### config.mk
export PLATFORM = sky130hd
export DESIGN_NAME = gfv_selector
export DESIGN_NICKNAME = d
export VERILOG_FILES = /design/src/gfv_sync.v /design/src/gfv_valve_drive.v /design/src/gfv_selector.v
export VERILOG_INCLUDE_DIRS = /design/src
export SDC_FILE = /design/constraint.sdc
export NUM_CORES = 1
export LEC_CHECK = 0
export ABC_AREA = 0
export BUFFER_PORTS_ARGS = -buffer_cell sky130_fd_sc_hd__buf_2
export CORE_MARGIN = 2
export CORE_UTILIZATION = 45
export DETAILED_ROUTE_END_ITERATION = 8
export GPL_TIMING_DRIVEN = 0
export PLACE_DENSITY = 0.69
export SLEW_MARGIN = 20
export SYNTH_ARGS = -nofsm -noshare
export SYNTH_HDL_FRONTEND = slang
export SYNTH_HIERARCHICAL = 1
export SYNTH_SLANG_ARGS = --single-unit
### constraint.sdc
create_clock -name CLOCK -period 1.18 [get_ports CLOCK]
set_input_delay 0.118 -clock CLOCK [delete_from_list [all_inputs] [get_ports CLOCK]]
set_output_delay 0.118 -clock CLOCK [all_outputs]
set_load 0.01 [all_outputs]
### src/gfv_defs.vh
/*
 * Constants for the gas flow valve selector: code widths, the forced
 * default used with an exchanger, and a synchroniser reset level.
 * Assumes inclusion by bare name from the design files.
 */
`ifndef GFV_DEFS_VH
`define GFV_DEFS_VH

`define GFV_CODE_W      4
`define GFV_CODE_CLOSED 4'h0
`define GFV_CODE_OPEN   4'hf
`define GFV_BIT_A       3
`define GFV_BIT_B       2
`define GFV_BIT_C       1
`define GFV_BIT_D       0
`define GFV_RST_CODE    4'h0
`define GFV_SYNC_RST    1'b0

`endif

### src/gfv_sync.v
/*
 * Two flip-flop synchroniser for one asynchronous level.
 * Assumes a synchronous active-low reset on the sampling clock.
 */
`include "gfv_defs.vh"

module gfv_sync (
    input  wire clk,      // Sampling clock
    input  wire rst_n,    // Synchronous reset, active low
    input  wire rst_val,  // Value held during reset
    input  wire d_async,  // Asynchronous level
    output wire q_sync    // Synchronised level
);

    reg meta_r;
    reg sync_r;

    // First stage feeds only the second stage
    always @(posedge clk) begin
        if (!rst_n) begin
            // Reset to the idle level so release shows no false edge
            meta_r <= rst_val;
            sync_r <= rst_val;
        end else begin
            meta_r <= d_async;
            sync_r <= meta_r;
        end
    end

    assign q_sync = rst_n ? sync_r : rst_val;

endmodule

### src/gfv_valve_drive.v
/*
 * Valve driver: registers each code bit onto its own valve output.
 * Assumes a synchronous active-low reset; valves closed in reset.
 */
`include "gfv_defs.vh"

module gfv_valve_drive (
    input  wire                   clk,    // System clock
    input  wire                   rst_n,  // Synchronous reset, active low
    input  wire [`GFV_CODE_W-1:0] code,   // Code to apply
    output wire [`GFV_CODE_W-1:0] valve   // One open level per valve
);

    reg [`GFV_CODE_W-1:0] valve_r;

    // One flip-flop per valve, all valves in parallel
    genvar i;
    generate
        for (i = 0; i < `GFV_CODE_W; i = i + 1) begin : g_valve
            always @(posedge clk) begin
                if (!rst_n) begin
                    valve_r[i] <= 1'b0;
                end else begin
                    valve_r[i] <= code[i];
                end
            end
        end
    endgenerate

    assign valve = valve_r;

endmodule

### src/gfv_selector.v
/*
 * Gas flow valve selector top: picks default or software code, drives
 * four valves, watches the flow detector and gates the heater.
 *
 * Timing after reset release (edge 1 is the first edge with RST_N high):
 * the strap synchronisers are full after edge 2, the strap word is
 * caught at edge 3 and the default code is in force from edge 4.
 * A software write shows in SW_CODE_HELD one edge later; with the
 * heater on it reaches APPLIED_CODE one edge after that and the valves
 * one edge later still. A pin change on the flow or exchanger inputs
 * takes three edges to reach FLOW_MISSING, HEATER_ON or DEFAULT_CODE.
 * Straps are read once; moving a strap takes effect after a reset.
 *
 * Assumes straps and detector pins are asynchronous and static straps
 * settle before reset release; software inputs are on CLOCK.
 */
// How it works
// - Four valve outputs follow a four-bit code; 0000 closes all, 1111 opens.
// - Each code bit opens or closes its own valve; valves act in parallel.
// - At power-on the default code is captured from the hardware straps.
// - With the heater off the valves follow the default code.
// - Every software code write is stored regardless of heater state.
// - Stored software code reaches valves only once the heater is on.
// - While heater is on a new software code applies immediately.
// - Heater turning off returns the valves to the default code.
// - A connected exchanger forces the default code to zero.
// - Detector reporting no flow raises the missing-flow indication.
// - Missing flow forces the probe heater power off.
// - Gas cooler enable follows the heater on state.
`include "gfv_defs.vh"

module gfv_selector (
    input  wire                   CLOCK,             // 125 MHz clock
    input  wire                   RST_N,             // Sync reset, low
    input  wire [`GFV_CODE_W-1:0] DEFAULT_FLOW_STRAP, // Strap pins
    input  wire                   EXCH_DETECT_N,     // Exchanger, low
    input  wire                   FLOW_PRESENT,      // Detector, high=flow
    input  wire                   HEATER_REQ,        // Heater on request
    input  wire                   SW_CODE_WR,        // Code write strobe
    input  wire [`GFV_CODE_W-1:0] SW_CODE,           // Requested code
    output wire [`GFV_CODE_W-1:0] VALVE_OPEN,        // Valve A..D drive
    output reg  [`GFV_CODE_W-1:0] APPLIED_CODE,      // Code now applied
    output reg  [`GFV_CODE_W-1:0] SW_CODE_HELD,      // Stored request
    output reg  [`GFV_CODE_W-1:0] DEFAULT_CODE,      // Default in force
    output reg                    FLOW_MISSING,      // No gas flow
    output reg                    HEATER_ON,         // Heater power on
    output reg                    GAS_COOLER_ENABLE  // Cooler run
);

    // Phases of power-on; SETTLE lets the strap synchronisers fill
    localparam PH_RESET   = 2'b00;
    localparam PH_SETTLE  = 2'b01;
    localparam PH_CAPTURE = 2'b10;
    localparam PH_RUN     = 2'b11;

    reg  [1:0]             phase_r;
    reg  [1:0]             phase_nxt;
    reg  [`GFV_CODE_W-1:0] strap_r;
    reg  [`GFV_CODE_W-1:0] code_nxt;
    wire [`GFV_CODE_W-1:0] strap_s;
    wire                   exch_n_s;
    wire                   flow_s;
    wire                   exch_present;
    wire                   heater_nxt;

    // Strap pins through synchronisers
    genvar k;
    generate
        for (k = 0; k < `GFV_CODE_W; k = k + 1) begin : g_strap
            gfv_sync u_sync (
                .clk     (CLOCK),
                .rst_n   (RST_N),
                .rst_val (1'b0),
                .d_async (DEFAULT_FLOW_STRAP[k]),
                .q_sync  (strap_s[k])
            );
        end
    endgenerate

    // Exchanger detect, idles high (absent)
    gfv_sync u_sync_exch (
        .clk     (CLOCK),
        .rst_n   (RST_N),
        .rst_val (1'b1),
        .d_async (EXCH_DETECT_N),
        .q_sync  (exch_n_s)
    );

    // Flow detector, idles high (flow assumed) during reset and until edge 2 after release
    gfv_sync u_sync_flow (
        .clk     (CLOCK),
        .rst_n   (RST_N),
        .rst_val (1'b1),
        .d_async (FLOW_PRESENT),
        .q_sync  (flow_s)
    );

    assign exch_present = ~exch_n_s;

    // Phase sequencing: wait for the synchronisers, then capture
    always @* begin
        case (phase_r)
            PH_RESET:   phase_nxt = PH_SETTLE;
            PH_SETTLE:  phase_nxt = PH_CAPTURE;
            PH_CAPTURE: phase_nxt = PH_RUN;
            PH_RUN:     phase_nxt = PH_RUN;
            default:    phase_nxt = PH_RESET;
        endcase
    end

    always @(posedge CLOCK) begin
        if (!RST_N) begin
            phase_r <= PH_RESET;
        end else begin
            phase_r <= phase_nxt;
        end
    end

    // Strap value caught once after reset release
    always @(posedge CLOCK) begin
        if (!RST_N) begin
            strap_r <= `GFV_RST_CODE;
        end else if (phase_r == PH_CAPTURE) begin
            strap_r <= strap_s;
        end
    end

    // Default code: zero with exchanger, else the strap value
    always @(posedge CLOCK) begin
        if (!RST_N) begin
            DEFAULT_CODE <= `GFV_RST_CODE;
        end else if (exch_present) begin
            DEFAULT_CODE <= `GFV_CODE_CLOSED;
        end else if (phase_r == PH_RUN) begin
            DEFAULT_CODE <= strap_r;
        end
    end

    // Software request always stored
    always @(posedge CLOCK) begin
        if (!RST_N) begin
            SW_CODE_HELD <= `GFV_RST_CODE;
        end else if (SW_CODE_WR) begin
            SW_CODE_HELD <= SW_CODE;
        end
    end

    // Missing flow flag follows the detector
    always @(posedge CLOCK) begin
        if (!RST_N) begin
            FLOW_MISSING <= 1'b0;
        end else begin
            FLOW_MISSING <= ~flow_s;
        end
    end

    // Heater allowed only while flow present
    assign heater_nxt = HEATER_REQ & flow_s;

    always @(posedge CLOCK) begin
        if (!RST_N) begin
            HEATER_ON         <= 1'b0;
            GAS_COOLER_ENABLE <= 1'b0;
        end else begin
            HEATER_ON         <= heater_nxt;
            GAS_COOLER_ENABLE <= heater_nxt;
        end
    end

    // Code selection: software when heater on, default otherwise
    always @* begin
        if (HEATER_ON) begin
            code_nxt = SW_CODE_HELD;
        end else begin
            code_nxt = DEFAULT_CODE;
        end
    end

    always @(posedge CLOCK) begin
        if (!RST_N) begin
            APPLIED_CODE <= `GFV_RST_CODE;
        end else begin
            APPLIED_CODE <= code_nxt;
        end
    end

    // Per-valve drive from the applied code
    gfv_valve_drive u_drive (
        .clk   (CLOCK),
        .rst_n (RST_N),
        .code  (APPLIED_CODE),
        .valve (VALVE_OPEN)
    );

endmodule

Yosys cells after proc, flatten, opt, wreduce, memory -nomap -nowiden --
Index checks and enable logic that the tools add are counted.
Storage, ports and cells: output and inout bits 19, input bits 14, word-level logic and storage cells 35, bits in registers 36
Operators by class: bitwise gates (word level) 2, reduce and logical (&&, ||, !) cells 3, multiplexer cells 4, equal/unequal tests 3
Operators by type and width (number):
- one-hot mux 2 bit (3 select lines) | 1
- equality test 2 bit, second input constant | 2
- 2-to-1 mux 4 bit | 1
- equality test 2 x 1 -> 1 bit, second input constant | 1
- logical NOT 2 bit | 1
- 2-to-1 mux 1 bit | 2
- AND reduction 2 bit | 1
- OR reduction 2 bit | 1
- AND 1 bit | 1
- NOT 1 bit | 1

Longest topological paths before layout --
Gate-level depths: netlist of the first run.
word-level depth 3, gate-level depth with buffers 5, mapped depth without buffers 3

Cells and area by module --
The synthesis of the first run kept the hierarchy.
By module, submodules not included:
- gfv_selector | cells each 72, instances 1, area an instance 753.2 um^2, seq. area each 400.4 um^2
- gfv_sync | cells each 5, instances 6, area an instance 73.8 um^2, seq. area each 40.0 um^2
- gfv_valve_drive | cells each 8, instances 1, area an instance 105.1 um^2, seq. area each 80.1 um^2

Least setup slack after synthesis of the first run --
OpenSTA, ideal clock, no wires.
path type register -> register, start register phase_r[1], end register strap_r[0], path slack 0.200 ns, cell stages (with the launch flop) 6, period minus slack after synthesis 0.980 ns, data required time 1.064 ns, library setup time 0.116 ns, arrival time 0.864 ns, path buffers 2, cell sequence dfxtp_1 > buf_6 > nor2b_4 > buf_6 > mux2i_1 > nor2b_1
On the way: cells in the longest elaborated chain, start to end 1
Ends and longest elaborated chain:
- start, declared | line gfv_selector.v:56 | reg [1:0] phase_r;
- start signal, assigned | line gfv_selector.v:115 | phase_r <= phase_nxt;
- equality test 2 bit | line gfv_selector.v:123 | end else if (phase_r == PH_CAPTURE) begin
- end signal, assigned | line gfv_selector.v:122 | strap_r <= `GFV_RST_CODE;
- end signal, assigned | line gfv_selector.v:124 | strap_r <= strap_s;
- end, declared | line gfv_selector.v:58 | reg [`GFV_CODE_W-1:0] strap_r;
No other way between the ends. A chain may end at the register's enable or synchronous reset.

==> metrics.txt, run 1 <==
Clock Sinks=36; PortBufs=31; Reg area=720.7 um2; cell taking the most area after synthesis=dfxtp_1; Inserted Clock Buffers=5; IO Pins=33; post-synthesis sequential area ratio=0.5538; final RePlAce weighted congestion=0.7155; Vias=902; Post-Place Cells=188; Multi-input gate area=594.3 um2; antenna violations before repair=0; fin crit share=0.8830; ANT cells=0; Crit path depth=2; RSZ-0062 raised after global routing=false; synth warn=6; gr usage total=0.1441; Total Nets Final=183; crit path kind=reg -> out; Worst Tran Pin Value=532.1 ps; Die H=57.78 um; clock tree buffer depth=2; reg2reg start=phase_r[1]; die area=3338 um2; largest net degree at the start of global routing=31; critical path cell sequence=buf_4, buf_2; Async SR Flop Fraction=0; first-pass GRT wire length=3.574 mm; post-route ant nets=0; leakage=0.7628 nW; DRC violations left=0; non-filler instance count after layout=201; most frequent cell after synthesis=dfxtp_1; CTS tree=done; worst r2r path cells=5; Reg2Reg Setup Slack=140 ps; Worst path max stage delay=370 ps; max capacitance violation total=0; initial detailed-routing violation count=10; crit-path leading delay family=flip-flops; CP endpoint kind=output port; final setup vio count=0; CP arrival=920 ps; CP startpoint=GAS_COOLER_ENABLE; core box area=2758 um2; Root Buffer=clkbuf_4; buffer and inverter count on the worst path=2; Worst setup SP type=register; Mapped Area=1301 um2; Vias per Instance=4.488; average cell area after synthesis=11.83 um2; Design Power=2.385 mW; drt pass-1 iters=4; hold path depth=2; FF-to-FF End=strap_r[3]; Max Slew Vio Count=0; number of enable flip-flop cells after synthesis=0; Post-DP HPWL=1.535 mm; Top FF cell, synth=dfxtp_1; Synth Instances=110; share of cells above drive strength 1=0.3647; CTS clk-pin slew, worst paths=110 ps; skew final=6.163 ps; Die Width=57.78 um; Post-synth top cells=dfxtp_1, mux2_2, nor2b_1; Worst path slowest cell=dfxtp_1; number of global-route vias before repair=824; post_cts resized=0; synthesized flop and latch total=36; Max H-tree Level=2; CP Capture Point=HEATER_ON; Clk Latency, worst-skew pair=330 ps; Synth top area share=0.5538; total detailed-routing wirelength=2.141 mm; synth-to-layout area growth=29.52%; CP max FO=3; fin crit period=1042 ps; min-delay worst type=in -> reg; final hold violations=0; Area contributors post-synth=dfxtp_1, mux2_2, mux2i_1, nor2b_1, and2_1; initial core utilization=0.4719; routed len/inst=10.65 um; row cnt=19; achievable clock frequency=0.9597 GHz; pwr/cell area=1415 nW/um2; outcome=finished clean; CP Data Required Time=1060 ps; Max IR drop VDD=0.001279 V; Overflow after GRT=0; Relative slew margins=0.6452; Fillers=253; Yosys cell types=18
## stage by stage
step | hold WS [ps] | util | setup TNS (ps) | setup slack (ps) | area [um2]
finish | 21.30 | 0.6112 | 0 | 138.0 | 1685
global route | 4.991 | 0.6112 | 0 | 58.28 | 1685
CTS | 0.5196 | 0.6039 | 0 | 108.6 | 1665
detailed placement | 349.6 | 0.5640 | -504.7 | -97.92 | 1555
global placement | 342.6 | 0.5640 | -387.0 | -84.21 | 1555
floorplan | 239.7 | - | 0 | 200.4 | 1361
## where the power goes
| group | internal (mW) | switching, mW | leakage [nW] |
|---|---|---|---|
| logic | 0.137 | 0.0939 | 0.425 |
| registers | 1.28 | 0.0295 | 0.297 |
| clock network | 0.442 | 0.403 | 0.0412 |
## area by class of cell
type,instances,area share
Clock buffer,5,0.02227
Tap cell,31,0.02301
Buffer,6,0.02524
Clock inverter,3,0.02524
Inverter,1,0.002227
Sequential cell,36,0.4276
Timing Repair Buffer,36,0.1218
Multi-Input combinational cell,83,0.3526
## routing by layer
| layer | up-vias | wire, um | GRT usage |
|---|---|---|---|
| met5 | - | 0 | 0 |
| met1 | 408 | 883 | 0.1620 |
| met4 | 0 | 48 | 0.09967 |
| met3 | 5 | 109 | 0.04241 |
| li1 | 465 | - | - |
| met2 | 24 | 1098 | 0.2338 |
## registers in the layout, summed over array words and instances (netlist names)
register / cells
APPLIED_CODE: 4
DEFAULT_CODE: 4
SW_CODE_HELD: 4
g_strap.u_sync/meta_r: 4
g_strap.u_sync/sync_r: 4
strap_r: 4
u_drive/valve: 4
phase_r: 2
FLOW_MISSING: 1
GAS_COOLER_ENABLE: 1
u_sync_exch/meta_r: 1
u_sync_exch/sync_r: 1
u_sync_flow/meta_r: 1
u_sync_flow/sync_r: 1
## cell families (layout without fill, tap and decap cells)
family | after synthesis | count (layout) | synth area share
simple gates | 29 | 29 | 0.1298
buf+inv | 7 | 51 | 0.03557
flops | 36 | 36 | 0.5538
compound gates | 6 | 6 | 0.02693
mux | 30 | 30 | 0.2481
other cells | 2 | 18 | 0.005771
## placed cells by master, fill, tap and decap left out, drive strengths merged, types with 5 or more instances in the layout
| cell type | count |
|---|---|
| clkbuf | 8 |
| dlygate4sd3 | 5 |
| conb | 18 |
| dfxtp | 36 |
| mux2i | 12 |
| nor2b | 14 |
| buf | 34 |
| nand2 | 6 |
| mux2 | 18 |
## timing repair
item / 4_1_cts / 5_1_grt
hold buffers: 3 / 2
hold endpoints to repair: 3 / 2
buffers inserted: 0 / 0
## worst min path at each step
stage | startpoint | to
finish | DEFAULT_FLOW_STRAP[3] | g_strap[3].u_sync/meta_r
global placement | DEFAULT_FLOW_STRAP[1] | g_strap[1].u_sync/meta_r
CTS | DEFAULT_FLOW_STRAP[2] | g_strap[2].u_sync/meta_r
global route | DEFAULT_FLOW_STRAP[3] | g_strap[3].u_sync/meta_r
detailed placement | DEFAULT_FLOW_STRAP[1] | g_strap[1].u_sync/meta_r
floorplan | RST_N | u_drive/valve[1]
(Power assumes the default switching activity.)
==> run 2, diff against run 1 <==
--- a/config.mk
+++ b/config.mk
@@ -10,8 +10,10 @@
 export BUFFER_PORTS_ARGS = -buffer_cell sky130_fd_sc_hd__buf_2
 export CORE_MARGIN = 2
 export CORE_UTILIZATION = 45
+export CTS_BUF_LIST = sky130_fd_sc_hd__clkbuf_16
 export DETAILED_ROUTE_END_ITERATION = 8
 export GPL_TIMING_DRIVEN = 0
+export HOLD_SLACK_MARGIN = 0.06
 export PLACE_DENSITY = 0.69
 export SLEW_MARGIN = 20
 export SYNTH_ARGS = -nofsm -noshare
==> run 2 against run 1 <==
Against the previous run: register-to-register slack about the same; largest power group is now the clock network; non-clock buffer count decreased by 3; routed wire length decreased by 0.65%; sequential power about the same; highest routed layer unchanged; largest cell class unchanged.
==> metrics.txt, run 2 (synthesis results as in run 1) <==
CTS tree=done (unchanged); initial core utilization=0.4719 (unchanged); Clk Latency, worst-skew pair=280 ps (was 330 ps); setup tns final=0 ps (unchanged); outcome=finished clean (unchanged); synth-to-layout area growth=33.94% (was 29.52%); largest net degree at the start of global routing=31 (unchanged); Clock Sinks=36 (unchanged); Hold Crit Start=EXCH_DETECT_N (was DEFAULT_FLOW_STRAP[3]); skew final=4.429 ps (was 6.163 ps); PortBufs=31 (unchanged); post_cts resized=0 (unchanged); Int Pwr=2.403 mW (was 1.858 mW); CP Data Required Time=1350 ps (was 1060 ps); reg2reg start=phase_r[1] (unchanged); CTS clk-pin slew, worst paths=50 ps (was 110 ps); max capacitance violation total=0 (unchanged); RSZ-0062 raised after global routing=false (unchanged); ANT cells=0 (unchanged); Max IR drop VDD=0.001586 V (was 0.001279 V); Vias per Instance=4.460 (was 4.488); IO Pins=33 (unchanged); Inserted Clock Buffers=5 (unchanged); initial detailed-routing violation count=14 (was 10); Die Width=57.78 um (unchanged); most frequent cells in the layout=dfxtp_1, buf_2, mux2_2, conb_1, nor2b_1 (unchanged); routed len/inst=10.74 um (was 10.65 um); antenna violations before repair=0 (unchanged); min-delay worst type=in -> reg (unchanged); Worst setup SP type=register (unchanged); Worst Tran Pin Value=533.6 ps (was 532.1 ps); CP startpoint=phase_r[1] (was GAS_COOLER_ENABLE); number of global-route vias before repair=819 (was 824); critical path cell sequence=buf_6, nor2b_4, buf_6, mux2i_1, nor2b_1 (was buf_4, buf_2); first-pass GRT wire length=3.608 mm (was 3.574 mm); Total Nets Final=180 (was 183); P_sw=0.5978 mW (was 0.5268 mW); Sequential Power Share=0.437 (was 0.549); core box area=2758 um2 (unchanged); crit path kind=reg -> reg (was reg -> out); Vias=883 (was 902); gr usage total=0.1465 (was 0.1441); commonest non-fill, non-tap cell in the layout=dfxtp_1 (unchanged); Worst path slowest cell=dfxtp_1 (unchanged); DRC violations left=0 (unchanged); Clk pwr share=0.488 (was 0.354); CP arrival=1200 ps (was 920 ps); CP max FO=8 (was 3); combinational power share=0.075 (was 0.097); leakage=0.7889 nW (was 0.7628 nW); Die H=57.78 um (unchanged); fin crit share=0.8763 (was 0.8830); Max Slew Vio Count=0 (unchanged); CP most frequent cell=buf_6; Max H-tree Level=2 (unchanged); fin crit period=1034 ps (was 1042 ps); Relative slew margins=0.6442 (was 0.6452); Overflow after GRT=0 (unchanged); pre-CTS setup slack=-97.92 ps (unchanged); Worst path max stage delay=320 ps (was 370 ps); clock tree buffer depth=2 (unchanged); CP endpoint kind=register (was output port); post-route setup slack=146.0 ps (was 138.0 ps); drt pass-1 iters=4 (unchanged); achievable clock frequency=0.9671 GHz (was 0.9597 GHz); Root Buffer=clkbuf_16 (was clkbuf_4); pwr/cell area=1721 nW/um2 (was 1415 nW/um2); row cnt=19 (unchanged); die area=3338 um2 (unchanged); final RePlAce weighted congestion=0.7155 (unchanged); final hold violations=0 (unchanged); Post-DP HPWL=1.535 mm (unchanged); share of cells above drive strength 1=0.3713 (was 0.3647); post-route ant nets=0 (unchanged); total detailed-routing wirelength=2.127 mm (was 2.141 mm); final setup vio count=0 (unchanged); switching share of power=0.1992 (was 0.2209)
[run 2: cell count changes in the layout (fill, tap and decap cells not counted)]
| cell | change |
|---|---|
| dlygate4sd3_1 | -3 |
| clkbuf_4 | -5 |
| clkbuf_16 | +5 |
[run 2: cell type report]
class                      count  area (um2)
sequential                    36       720.7
clock buffer                   5       125.1
timing repair buffer          33       175.2
inverter                       1       3.754
multi-input combinational     83       594.3
clock inverter                 3       42.54
fill                         245        1015
buffer                         6       42.54
tap                           31       38.79
[run 2: power by group through the flow]
stage               Combinational (mW)  Clock (mW)  Sequential [mW]
finish                           0.224        1.47             1.31
floorplan                        0.147           0             1.34
CTS                              0.227        1.51             1.31
global placement                 0.214           0             1.33
global route                     0.249        1.56             1.32
detailed placement               0.221           0             1.34
[run 2: per-stage QoR]
stage               instance area (um2)  utilization  instances  total power [mW]  hold slack, ps
finish                             1743       0.6320        198             3.000           67.50
global route                       1743       0.6320        198             3.129           61.35
CTS                                1743       0.6320        198             3.050           60.85
detailed placement                 1555       0.5640        188             1.559           349.6
global placement                   1555       0.5640        188             1.547           342.6
floorplan                          1361            -        126             1.484           239.7
[run 2: timing repair]
| action | in CTS | in global routing |
|---|---|---|
| buffers inserted | 0 | 0 |
| hold buffers | 2 | 0 |
| endpoints found under the hold margin | 2 | 0 |
[run 2: path summary, 6_finish.rpt]
kind | end | slack [ps] | cells after the start
max reg2reg | strap_r[3] | 150 | 5
max | strap_r[3] | 150 | 5
min | u_sync_exch/meta_r | 70 | 2
min reg2reg | g_strap[2].u_sync/sync_r | 450 | 1
[run 2: layer usage]
layer,vias up,GRT usage,part of all wire
met2,26,0.2354,0.51
met4,0,0.05980,0.021
li1,457,-,-
met5,-,0,0
met3,3,0.06920,0.069
met1,397,0.1678,0.40
[run 2: critical path, delay by kind of cell (launching register included)]
kind / cells / cell delay [ps]
flops: 1 / 320
mux: 1 / 170
simple gates: 2 / 200
buf+inv: 2 / 240
==> run 3, diff against run 2 <==
--- a/config.mk
+++ b/config.mk
@@ -15,6 +15,7 @@
 export GPL_TIMING_DRIVEN = 0
 export HOLD_SLACK_MARGIN = 0.06
 export PLACE_DENSITY = 0.69
+export REMOVE_ABC_BUFFERS = 1
 export SLEW_MARGIN = 20
 export SYNTH_ARGS = -nofsm -noshare
 export SYNTH_HDL_FRONTEND = slang
==> run 3 against run 2 <==
Against the previous run: clock skew shrank 2.3 ps; maximum frequency shrank 3.8%; global-route usage shrank 0.60 points; critical path type is now reg -> out; critical endpoint is now GAS_COOLER_ENABLE; highest routed layer unchanged.
==> metrics.txt, run 3 (synthesis results as in run 1) <==
fin crit period=1075 ps (was 1034 ps); initial core utilization=0.4719 (unchanged); Worst path slowest cell=dfxtp_1 (unchanged); DRC violations left=0 (unchanged); CP Data Required Time=1060 ps (was 1350 ps); final hold violations=0 (unchanged); commonest non-fill, non-tap cell in the layout=dfxtp_1 (unchanged); initial detailed-routing violation count=14 (unchanged); PortBufs=32 (was 31); post-route setup slack=104.8 ps (was 146.0 ps); Inserted Clock Buffers=5 (unchanged); most frequent cells in the layout=dfxtp_1, buf_2, mux2_2, conb_1, nor2b_1 (unchanged); total detailed-routing wirelength=2.063 mm (was 2.127 mm); skew final=2.155 ps (was 4.429 ps); Clock Sinks=36 (unchanged); final setup vio count=0 (unchanged); CP max FO=6 (was 8); post-route ant nets=0 (unchanged); Clk Latency, worst-skew pair=270 ps (was 280 ps); setup repair bufs after CTS=0 (unchanged); crit path kind=reg -> out (was reg -> reg); number of global-route vias before repair=812 (was 819); Fillers=237 (was 245); achievable clock frequency=0.9300 GHz (was 0.9671 GHz); antenna violations before repair=0 (unchanged); Worst setup SP type=register (unchanged); gr usage total=0.1405 (was 0.1465); Die H=57.78 um (unchanged); Max Slew Vio Count=0 (unchanged); routed len/inst=10.80 um (was 10.74 um); Total Nets Final=173 (was 180); max capacitance violation total=0 (unchanged); core box area=2758 um2 (unchanged); synth-to-layout area growth=27.21% (was 33.94%); CTS clk-pin slew, worst paths=50 ps (about the same); Vias=874 (was 883); min-delay worst type=in -> reg (unchanged); Worst Tran Pin Value=650.3 ps (was 533.6 ps); ANT cells=0 (unchanged); largest net degree at the start of global routing=40 (was 31); leakage=0.7548 nW (was 0.7889 nW); drt pass-1 iters=5 (was 4); Design Power=2.706 mW (was 3.000 mW); Vias per Instance=4.576 (was 4.460); buffer and inverter count on the worst path=1 (was 2); pre-CTS setup slack=-172.8 ps (was -97.92 ps); row cnt=19 (unchanged); Post-DP HPWL=1.383 mm (was 1.535 mm); share of cells above drive strength 1=0.3563 (was 0.3713); Relative slew margins=0.5665 (was 0.6442); final RePlAce weighted congestion=0.6505 (was 0.7155); Die Width=57.78 um (unchanged); first-pass GRT wire length=3.401 mm (was 3.608 mm); Max IR drop VDD=0.001505 V (was 0.001586 V); IO Pins=33 (unchanged); die area=3338 um2 (unchanged); fin crit share=0.9112 (was 0.8763); critical path cell sequence=buf_2 (was buf_6, nor2b_4, buf_6, mux2i_1, nor2b_1); pwr/cell area=1635 nW/um2 (was 1721 nW/um2); Overflow after GRT=0 (unchanged); Root Buffer=clkbuf_16 (unchanged); crit-path leading delay family=flip-flops (unchanged); CP arrival=960 ps (was 1200 ps); clock tree buffer depth=2 (unchanged); RSZ-0062 raised after global routing=false (unchanged); CP endpoint kind=output port (was register); Worst path max stage delay=490 ps (was 320 ps); outcome=finished clean (unchanged); Max H-tree Level=2 (unchanged); CTS tree=done (unchanged)
run 3: cell count changes in the layout (fill, tap and decap cells not counted), moves of 2 or more:
cell / previous run / this run
buf_6: 2 / 0
clkbuf_1: 2 / 0
dlygate4sd3_1: 2 / 0
inv_1: 1 / 3
run 3: final timing paths:
path,startpoint,to,slack [ps],cells past startpoint
setup / recovery,GAS_COOLER_ENABLE,GAS_COOLER_ENABLE,100,1
hold / removal,DEFAULT_FLOW_STRAP[3],g_strap[3].u_sync/meta_r,70,2
setup reg to reg,phase_r[1],strap_r[0],140,3
hold reg to reg,u_sync_flow/meta_r,u_sync_flow/sync_r,450,1
run 3: routing by layer:
| layer | part of all wire | GRT usage |
|---|---|---|
| met1 | 0.42 | 0.1471 |
| met2 | 0.49 | 0.2354 |
| met3 | 0.069 | 0.07366 |
| met4 | 0.018 | 0.05980 |
| met5 | 0 | 0 |
run 3: final cells by class:
type / instances / area [um2] / share of cell area
well taps: 31 / 38.79 / 0.02343
clock buffers: 5 / 125.1 / 0.07559
flip-flops and latches: 36 / 721.9 / 0.4361
clock inverters: 3 / 11.26 / 0.006803
inverters: 1 / 3.754 / 0.002268
repair buffers: 32 / 160.2 / 0.09675
multi-input cells: 83 / 594.3 / 0.3590
run 3: report_power, final:
| group | internal [mW] | switching, mW | leakage (nW) | total (mW) |
|---|---|---|---|---|
| sequential | 1.28 | 0.0360 | 0.297 | 1.32 |
| clock | 0.757 | 0.432 | 0.0738 | 1.19 |
| combinational | 0.113 | 0.0838 | 0.384 | 0.197 |
run 3: timing repair:
action	CTS	global route
endpoints found under the setup margin	0	3
hold buffers	0	0
endpoints found under the hold margin	0	0
resized for setup	0	1
run 3: through the flow:
stage	TNS (ps)	instance area, um2	util	instances	hold slack (ps)
floorplan	0	1319	-	120	235.8
global placement	-737.4	1518	0.5504	183	343.2
detailed placement	-877.4	1518	0.5504	183	347.8
CTS	0	1654	0.5998	191	63.47
global route	0	1655	0.6003	191	71.65
finish	0	1655	0.6003	191	67.62
